[config.mk]
export PLATFORM = sky130hd
export DESIGN_NAME = doalu_top
export DESIGN_NICKNAME = d
export VERILOG_FILES = /design/src/hdl/doalu_pkg.sv /design/src/hdl/doalu_shifter.sv /design/src/hdl/doalu_top.sv
export SDC_FILE = /design/constraint.sdc
export NUM_CORES = 1
export LEC_CHECK = 0
export BUFFER_PORTS_ARGS = -buffer_cell sky130_fd_sc_hd__buf_2
export CAP_MARGIN = 15
export CORE_AREA = 3 3 197 199
export DETAILED_ROUTE_END_ITERATION = 8
export DIE_AREA = 0 0 200 202
export PLACE_DENSITY = 0.48
export SLEW_MARGIN = 5
export SYNTH_ARGS = -nofsm -noshare
export SYNTH_HDL_FRONTEND = slang
export SYNTH_SLANG_ARGS = --single-unit
[constraint.sdc]
create_clock -name clk_i -period 3 [get_ports clk_i]
set_input_delay 0.15 -clock clk_i [delete_from_list [all_inputs] [get_ports clk_i]]
set_output_delay 0.15 -clock clk_i [all_outputs]
set_load 0.05 [all_outputs]
[src/hdl/doalu_pkg.sv]
// Package with the operation codes, widths and flag positions of the double-operand datapath.
package doalu_pkg;
    localparam int DOALU_WORD_W = 16;
    localparam int DOALU_BYTE_W = 8;
    localparam int DOALU_CNT_W = 6;
    localparam logic [3:0] DOALU_FLAGS_RST = 4'h0;
    localparam int DOALU_FLAG_N = 3;
    localparam int DOALU_FLAG_Z = 2;
    localparam int DOALU_FLAG_V = 1;
    localparam int DOALU_FLAG_C = 0;

    // Operation select presented with each request.
    typedef enum logic [2:0] {
        DOALU_WORD_COPY_OP,
        DOALU_BYTE_COPY_OP,
        DOALU_COMPARE_OP,
        DOALU_BYTE_COMPARE_OP,
        DOALU_ADD_OP,
        DOALU_SUB_OP,
        DOALU_ARITH_SHIFT_OP
    } doalu_op_t;
endpackage

[src/hdl/doalu_shifter.sv]
// Arithmetic shifter with sign-change and last-bit-out detection.
`timescale 1ns/1ps
`default_nettype none
module doalu_shifter #(
    parameter int WIDTH = 16,
    parameter int CNT_W = 6
) (
    input wire logic [WIDTH-1:0] value_i,
    input wire logic [CNT_W-1:0] count_i,
    output logic [WIDTH-1:0] result_o,
    output logic sign_changed_o,
    output logic carry_o
);
    // Walking one bit per step mirrors the sequential shift, so every intermediate sign is seen.
    always_comb begin
        logic [WIDTH-1:0] acc;
        logic signed [CNT_W-1:0] cnt;
        int steps;
        acc = value_i;
        cnt = signed'(count_i);
        steps = 0;
        sign_changed_o = 1'b0;
        carry_o = 1'b0;
        if (cnt < 0) begin
            steps = -int'(cnt);
        end else begin
            steps = int'(cnt);
        end
        // The bound is inclusive: a count of -32 must really shift 32 places to the right.
        for (int i = 0; i <= (1 << (CNT_W - 1)); i++) begin
            if (i < steps) begin
                if (cnt < 0) begin
                    carry_o = acc[0];
                    acc = {acc[WIDTH-1], acc[WIDTH-1:1]};
                end else begin
                    carry_o = acc[WIDTH-1];
                    acc = {acc[WIDTH-2:0], 1'b0};
                    if (acc[WIDTH-1] != value_i[WIDTH-1]) begin
                        sign_changed_o = 1'b1;
                    end
                end
            end
        end
        result_o = acc;
    end
endmodule
`default_nettype wire

[src/hdl/doalu_top.sv]
// Double-operand ALU datapath: copy, compare, add, subtract and arithmetic shift.
// Overview of operation
// - compare writes nothing, only updates flags.
// - compare computes source minus destination.
// - N and Z follow result sign and zero.
// - compare overflow: signs differ, destination matches result.
// - compare/subtract carry is inverted carry-out, borrow.
// - add stores sum, overflow on like-sign flip.
// - subtract stores destination minus source.
// - subtract overflow: signs differ, source matches result.
// - add and subtract are word only.
// - byte copy acts like word copy on bytes.
// - shift count is source low six bits.
// - signed count, negative right, positive left.
// - shift overflow when sign bit ever changes.
// - shift carry holds last bit out.
`timescale 1ns/1ps
`default_nettype none
module doalu_top #(
    parameter int WIDTH = doalu_pkg::DOALU_WORD_W
) (
    input wire logic clk_i,
    input wire logic rst_b_i,
    input wire logic start_i,
    input wire doalu_pkg::doalu_op_t op_i,
    input wire logic dst_is_reg_i,
    input wire logic [WIDTH-1:0] src_i,
    input wire logic [WIDTH-1:0] dst_i,
    output logic done_o,
    output logic write_o,
    output logic byte_write_o,
    output logic [WIDTH-1:0] result_o,
    output logic [3:0] flags_o
);
    import doalu_pkg::*;

    // A request is taken at the rising edge at which start_i is high, and its outcome shows
    // on the outputs one cycle later. The write strobes stand for that single cycle, while
    // result_o and flags_o hold until the next request, so the caller may read them late.
    // Operands must stand together with start_i; nothing is captured ahead of that edge.
    // Everything between the operand ports and the output flops is combinational: the whole
    // operation, a 32-place shift included, has to settle within one core clock period.
    // Requests may follow each other in every cycle; there is no busy state to wait for.
    // Add and subtract have no byte form; the instruction decoding in front of this block
    // has no code to send for one, so none can arrive.

    // Byte operations use the low byte of the source; byte compare also uses the low byte of the destination.
    localparam int BW = DOALU_BYTE_W;

    // The flag vector is {N, Z, V, C} with N at the top. The package names each position,
    // so no bit index of the flags is spelled out twice, and each flag is written only by
    // the operations that define it; every other flag keeps its value.

    // Separate word adders for add, subtract and compare; one extra bit captures the carry.
    // Subtraction adds the inverted operand plus one, so the top bit of each difference is a
    // carry and not a borrow; the flag logic inverts it where the flags report a borrow.
    wire logic [WIDTH:0] add_sum;
    wire logic [WIDTH:0] sub_diff;
    wire logic [WIDTH:0] compare_diff;
    wire logic [BW:0] byte_compare_diff;
    assign add_sum = {1'b0, src_i} + {1'b0, dst_i};
    assign sub_diff = {1'b0, dst_i} + {1'b0, ~src_i} + {{WIDTH{1'b0}}, 1'b1};
    assign compare_diff = {1'b0, src_i} + {1'b0, ~dst_i} + {{WIDTH{1'b0}}, 1'b1};
    assign byte_compare_diff = {1'b0, src_i[BW-1:0]} + {1'b0, ~dst_i[BW-1:0]} + {{BW{1'b0}}, 1'b1};

    // Sign bits used by the overflow equations.
    // Overflow needs only the operand signs and the result sign: a sum of two like-signed
    // operands cannot overflow unless its sign differs from theirs, and a difference
    // overflows only when the operands differ in sign.
    wire logic s_sgn;
    wire logic d_sgn;
    wire logic sb_sgn;
    wire logic db_sgn;
    assign s_sgn = src_i[WIDTH-1];
    assign d_sgn = dst_i[WIDTH-1];
    assign sb_sgn = src_i[BW-1];
    assign db_sgn = dst_i[BW-1];

    // Shifter works on the destination register with the source's low count bits.
    // Only the destination is shifted; the source supplies nothing but the count.
    // The upper source bits are ignored, so a source of 64 acts as no shift at all.
    // The shifter is a long combinational chain; pipelining it would cost every operation
    // a cycle, which weighs more than the slower path at this clock rate.
    wire logic [WIDTH-1:0] sh_res;
    wire logic sh_v;
    wire logic sh_c;
    doalu_shifter #(
        .WIDTH(WIDTH),
        .CNT_W(DOALU_CNT_W)
    ) u_shifter (
        .value_i(dst_i),
        .count_i(src_i[DOALU_CNT_W-1:0]),
        .result_o(sh_res),
        .sign_changed_o(sh_v),
        .carry_o(sh_c)
    );

    // Byte copy value: a register destination gets the byte's sign through the upper byte,
    // so the whole register reads as the same signed number as the byte.
    // A memory destination takes only the low byte, so byte_write_o tells the outside logic
    // to write that byte alone; the zero upper byte is then of no consequence.
    wire logic [WIDTH-1:0] byte_copy_val;
    assign byte_copy_val = dst_is_reg_i ? {{(WIDTH-BW){sb_sgn}}, src_i[BW-1:0]}
                                        : {{(WIDTH-BW){1'b0}}, src_i[BW-1:0]};

    // Next result, write qualifiers and flags; byte compare flags come from the low byte.
    // The case below is the only place where an operation code is decoded, so a new code
    // needs one new branch here and nothing else.
    // Flags not named in a branch keep their present value.
    logic [WIDTH-1:0] next_result;
    logic next_write;
    logic next_byte;
    logic [3:0] next_flags;
    always_comb begin
        // Defaults: no write, flags held and the destination passed through unchanged.
        // The default result is harmless, as no write strobe goes with it.
        next_result = dst_i;
        next_write = 1'b0;
        next_byte = 1'b0;
        next_flags = flags_o;
        case (op_i)
            // Word copy: the source goes to the destination; the carry is left as it was.
            DOALU_WORD_COPY_OP: begin
                next_result = src_i;
                next_write = 1'b1;
                next_flags[DOALU_FLAG_N] = src_i[WIDTH-1];
                next_flags[DOALU_FLAG_Z] = (src_i == '0);
                next_flags[DOALU_FLAG_V] = 1'b0;
            end

            // Byte copy: as word copy, with the flags taken from the low byte only.
            DOALU_BYTE_COPY_OP: begin
                next_result = byte_copy_val;
                next_write = 1'b1;
                next_byte = ~dst_is_reg_i;
                next_flags[DOALU_FLAG_N] = sb_sgn;
                next_flags[DOALU_FLAG_Z] = (src_i[BW-1:0] == '0);
                next_flags[DOALU_FLAG_V] = 1'b0;
            end

            // Compare: source minus destination, the reverse of the subtract order.
            DOALU_COMPARE_OP: begin
                // No write: destination and source stay as they were.
                next_write = 1'b0;
                next_flags[DOALU_FLAG_N] = compare_diff[WIDTH-1];
                next_flags[DOALU_FLAG_Z] = (compare_diff[WIDTH-1:0] == '0);
                next_flags[DOALU_FLAG_V] = (s_sgn != d_sgn) && (d_sgn == compare_diff[WIDTH-1]);
                next_flags[DOALU_FLAG_C] = ~compare_diff[WIDTH];
            end

            // Byte compare: the same equations on the low byte; the upper bytes play no part.
            DOALU_BYTE_COMPARE_OP: begin
                next_write = 1'b0;
                next_flags[DOALU_FLAG_N] = byte_compare_diff[BW-1];
                next_flags[DOALU_FLAG_Z] = (byte_compare_diff[BW-1:0] == '0);
                next_flags[DOALU_FLAG_V] = (sb_sgn != db_sgn) && (db_sgn == byte_compare_diff[BW-1]);
                next_flags[DOALU_FLAG_C] = ~byte_compare_diff[BW];
            end

            // Add: the sum goes to the destination and a carry out of the top bit sets C.
            DOALU_ADD_OP: begin
                // Word only; there is deliberately no byte add.
                next_result = add_sum[WIDTH-1:0];
                next_write = 1'b1;
                next_flags[DOALU_FLAG_N] = add_sum[WIDTH-1];
                next_flags[DOALU_FLAG_Z] = (add_sum[WIDTH-1:0] == '0);
                next_flags[DOALU_FLAG_V] = (s_sgn == d_sgn) && (add_sum[WIDTH-1] != s_sgn);
                next_flags[DOALU_FLAG_C] = add_sum[WIDTH];
            end

            // Subtract: destination minus source; a set C reports a borrow.
            DOALU_SUB_OP: begin
                next_result = sub_diff[WIDTH-1:0];
                next_write = 1'b1;
                next_flags[DOALU_FLAG_N] = sub_diff[WIDTH-1];
                next_flags[DOALU_FLAG_Z] = (sub_diff[WIDTH-1:0] == '0);
                next_flags[DOALU_FLAG_V] = (s_sgn != d_sgn) && (s_sgn == sub_diff[WIDTH-1]);
                next_flags[DOALU_FLAG_C] = ~sub_diff[WIDTH];
            end

            // Arithmetic shift of the destination register; N and Z follow the shifted value.
            DOALU_ARITH_SHIFT_OP: begin
                next_result = sh_res;
                next_write = 1'b1;
                next_flags[DOALU_FLAG_N] = sh_res[WIDTH-1];
                next_flags[DOALU_FLAG_Z] = (sh_res == '0);
                next_flags[DOALU_FLAG_V] = sh_v;
                next_flags[DOALU_FLAG_C] = sh_c;
            end

            // Unused codes write nothing and leave the flags alone.
            default: begin
                next_write = 1'b0;
            end
        endcase
    end

    // Results register one cycle after the request; flags hold between requests.
    // Result and flags load only with a request, so an idle cycle leaves them readable; the
    // strobes are rewritten every cycle, so none can stand for two.
    always_ff @(posedge clk_i or negedge rst_b_i) begin
        if (!rst_b_i) begin
            // Reset clears every output, the flags included.
            done_o <= 1'b0;
            write_o <= 1'b0;
            byte_write_o <= 1'b0;
            result_o <= '0;
            flags_o <= DOALU_FLAGS_RST;
        end else begin
            // A request in this cycle becomes the strobes of the next.
            done_o <= start_i;
            write_o <= start_i & next_write;
            byte_write_o <= start_i & next_write & next_byte;
            // Every output comes straight from a flop, so none glitches while operands settle.
            if (start_i) begin
                result_o <= next_result;
                flags_o <= next_flags;
            end
        end
    end
endmodule
`default_nettype wire

==> results.md <==
* Power Density at 319 nW/um2
* Initial antenna violation count at 0
* P_leak at 7.40 nW
* Warnings, synthesis at 0
* Number of synthesized flops with an enable pin at 0
* Wirelength per Cell at 23.9 um
* GR Util All Layers at 29.1%
* Num CTS Buffers at 3
* Area growth from synthesis to layout at 80.8%
* Dpl cell area at 14600 um2
* Final hold viol count at 0
* Setup-failing EPs final at 20
* Initial core utilization at 24.8%
* Core area at 37400 um2
* Worst r2r src: flags_o[2]
* Largest net degree at the start of global routing at 64
* Min-Delay Path Depth at 2
* Yosys reg bits at 23
* Util after Layout at 44.8%
* Number of routed nets with antenna violations at 0
* Setup ws final at -1.49 ns
* IO Port Bufs at 61
* Die area at 40400 um2
* CP endpoint kind: register
* Fmax achieved at 0.223 GHz
* FF-to-FF End: flags_o[2]
* Max-cap viol count at 0
* WP data required at 3.20 ns
* Die Wd at 200 um
* Ranking of synthesized cells by area: ha_1 (6.7%), o21ai_0 (6.5%), a21oi_1 (6.4%), dfrtp_1 (6.2%), nor2_1 (6.1%)
* Worst Skew at 0 ns
* Period utilisation layout at 150%
* Status: finished, violations left
* FFs w/ async S/R, synth at 100%
* Post-Syn Area per Cell at 6.52 um2
* I/O Pins at 62
* R2R cell count at 7
* RSZ-0062 raised after global routing: yes
* Count leader, synth: nor2_1
* Period minus WS final at 4.49 ns
* CTS tree: built
* Total power at 5.35 mW
* Initial detailed-routing violation count at 1407
* Endpoint, Worst Hold: byte_write_o
* Vias at 14737
* Net Count, Synth at 1514
* Slew @ Worst Pin at 0.786 ns
* Ys flop type: dfrtp_1
* Peak supply drop at 0.000155 V
* Count of cell types in the netlist at 108
* Area of the mapped netlist at 9270 um2
* Hold Path Class: input port to register
* Final setup TNS at -24.23 ns
* Crit path arrival time at 4.69 ns
* Slew headroom at 47.6%
* Die Ht at 202 um
* Clock-pin slew on the worst setup and hold paths at 0.06 ns
* First-pass GRT wire length at 89600 um
* Total grt overflow at 0
* Final Instance Area at 16800 um2
* Worst skew pair latency at 0.26 ns
* Post-Syn Instances at 1423
* Share of cells above drive strength 1 at 47.9%
* CTS Buffer Depth at 2
* Seq/Total Area, Yosys at 6.21%
* Kind of critical path: input port to register
* DRC violations left at 0
* Cell taking the most area after synthesis: ha_1
* Worst hold start: dst_is_reg_i
* Reg2Reg Setup Slack at 0.98 ns
* Placer Congestion at 1.05
* Clock Sinks at 23
* Yosys top cell area share at 6.75%
* Dpl hpwl at 50100 um
* CTS root buf: clkbuf_16
* Top cells by count, synth: nor2_1 (150), nand2_1 (139), o21ai_0 (121)
* Inserted Diodes at 0
* 1st-pass router iterations at 6
* Failing checks: negative setup slack
* Rows at 71
* H-tree depth reported by CTS at 1
* DP Cell Count at 2497
* CP Max Fanout at 6
* Fin cells at 2580
* Post-Route WL at 61600 um
* Max Slew Vio Count at 0
* Avg Vias per Cell at 5.71
* Vias in the first global route at 14353
* Nature of the critical path startpoint: input port
* Layout net count at 2161
flip-flops by register name, indices dropped and copies added (netlist names):
register and flops:
write_o 1, result_o 16, byte_write_o 1, done_o 1, flags_o 4
area by class of cell:
cell class | count | area (um2)
clock buffer | 3 | 75.1
clock inverter | 1 | 5.00
fill | 3836 | 20600
inverter | 70 | 268
multi-input combinational | 1232 | 9500
sequential | 23 | 576
tap | 511 | 639
timing repair buffer | 740 | 5700
how the worst max path moves through the flow:
stage / startpoint / cells after the start / endpoint / slack [ns]
CTS: src_i[1] / 25 / result_o[15] / -1.48
finish: src_i[1] / 22 / result_o[15] / -1.49
floorplan: src_i[1] / 17 / flags_o[2] / -1.34
global placement: src_i[1] / 22 / flags_o[2] / -2.32
detailed placement: src_i[1] / 22 / flags_o[2] / -2.20
global route: src_i[1] / 23 / flags_o[2] / -1.63
worst max-delay path, stage by stage:
cell,delay (ns)
buf_8,0.11
or3_4,0.41
a211o_4,0.41
nor4_4,0.24
buf_6,0.16
buf_6,0.13
o221ai_4,0.10
a22oi_2,0.23
o22ai_4,0.13
buf_6,0.13
nor4_4,0.49
buf_4,0.23
o31ai_4,0.07
o2bb2ai_2,0.15
a221oi_2,0.23
a21boi_2,0.25
o32ai_2,0.13
and2_4,0.18
o41ai_4,0.34
buf_4,0.18
a31oi_4,0.08
a21oi_2,0.14
power by group:
group	total, mW	internal, mW	switching (mW)
Combinational	4.64	2.09	2.55
Clock	0.307	0.180	0.127
Sequential	0.403	0.357	0.0459
Total	5.35	2.63	2.72
placed cells by master, fill, tap and decap left out, types with 23 or more instances in the layout:
cell type and n:
ha_1 49, nand3_1 43, inv_1 66, nor2_1 138, buf_2 57, a21oi_1 92
xnor2_1 24, a21oi_2 24, buf_6 49, o211ai_1 32, nor3_1 33, o21ai_1 26
o21ai_0 94, dfrtp_1 23, nand2_1 130, buf_4 624
cell families after synthesis:
family	count (synthesis)	share of synthesized area, %
buffers and inverters	169	7.14
AOI/OAI and AO/OA	592	44.6
DFF	23	6.21
xor gates and xnor gates	33	3.12
adders and majority gates	52	7.18
and+or+nand+nor	517	27.6
muxes	37	4.20
timing repair:
action / 4_1_cts / 5_1_grt
hold endpoints to repair: 23 / 0
hold buffers: 1 / 0
buffers inserted: 59 / 28
gates cloned: 1 / 0
setup endpoints to repair: 20 / 20
pin swaps: 93 / 72
resized for setup: 182 / 118
stage by stage:
step	hold slack [ns]	worst slack, ns
2_1_floorplan	-0.146	-1.34
3_3_place_gp	0.170	-2.32
3_5_place_dp	0.182	-2.20
4_1_cts	0.147	-1.48
5_1_grt	0.143	-1.63
6_report	0.149	-1.49
metal layers:
metal / vias to the layer above / part of all wire, % / global-route usage, %
met5: - / 0 / 0
met4: 0 / 6.3 / 14.3
met3: 206 / 6.9 / 3.57
met2: 721 / 45 / 47.3
met1: 7086 / 42 / 37.9
li1: 6724 / - / -
Note: power is estimated with default switching activity, not from simulation.
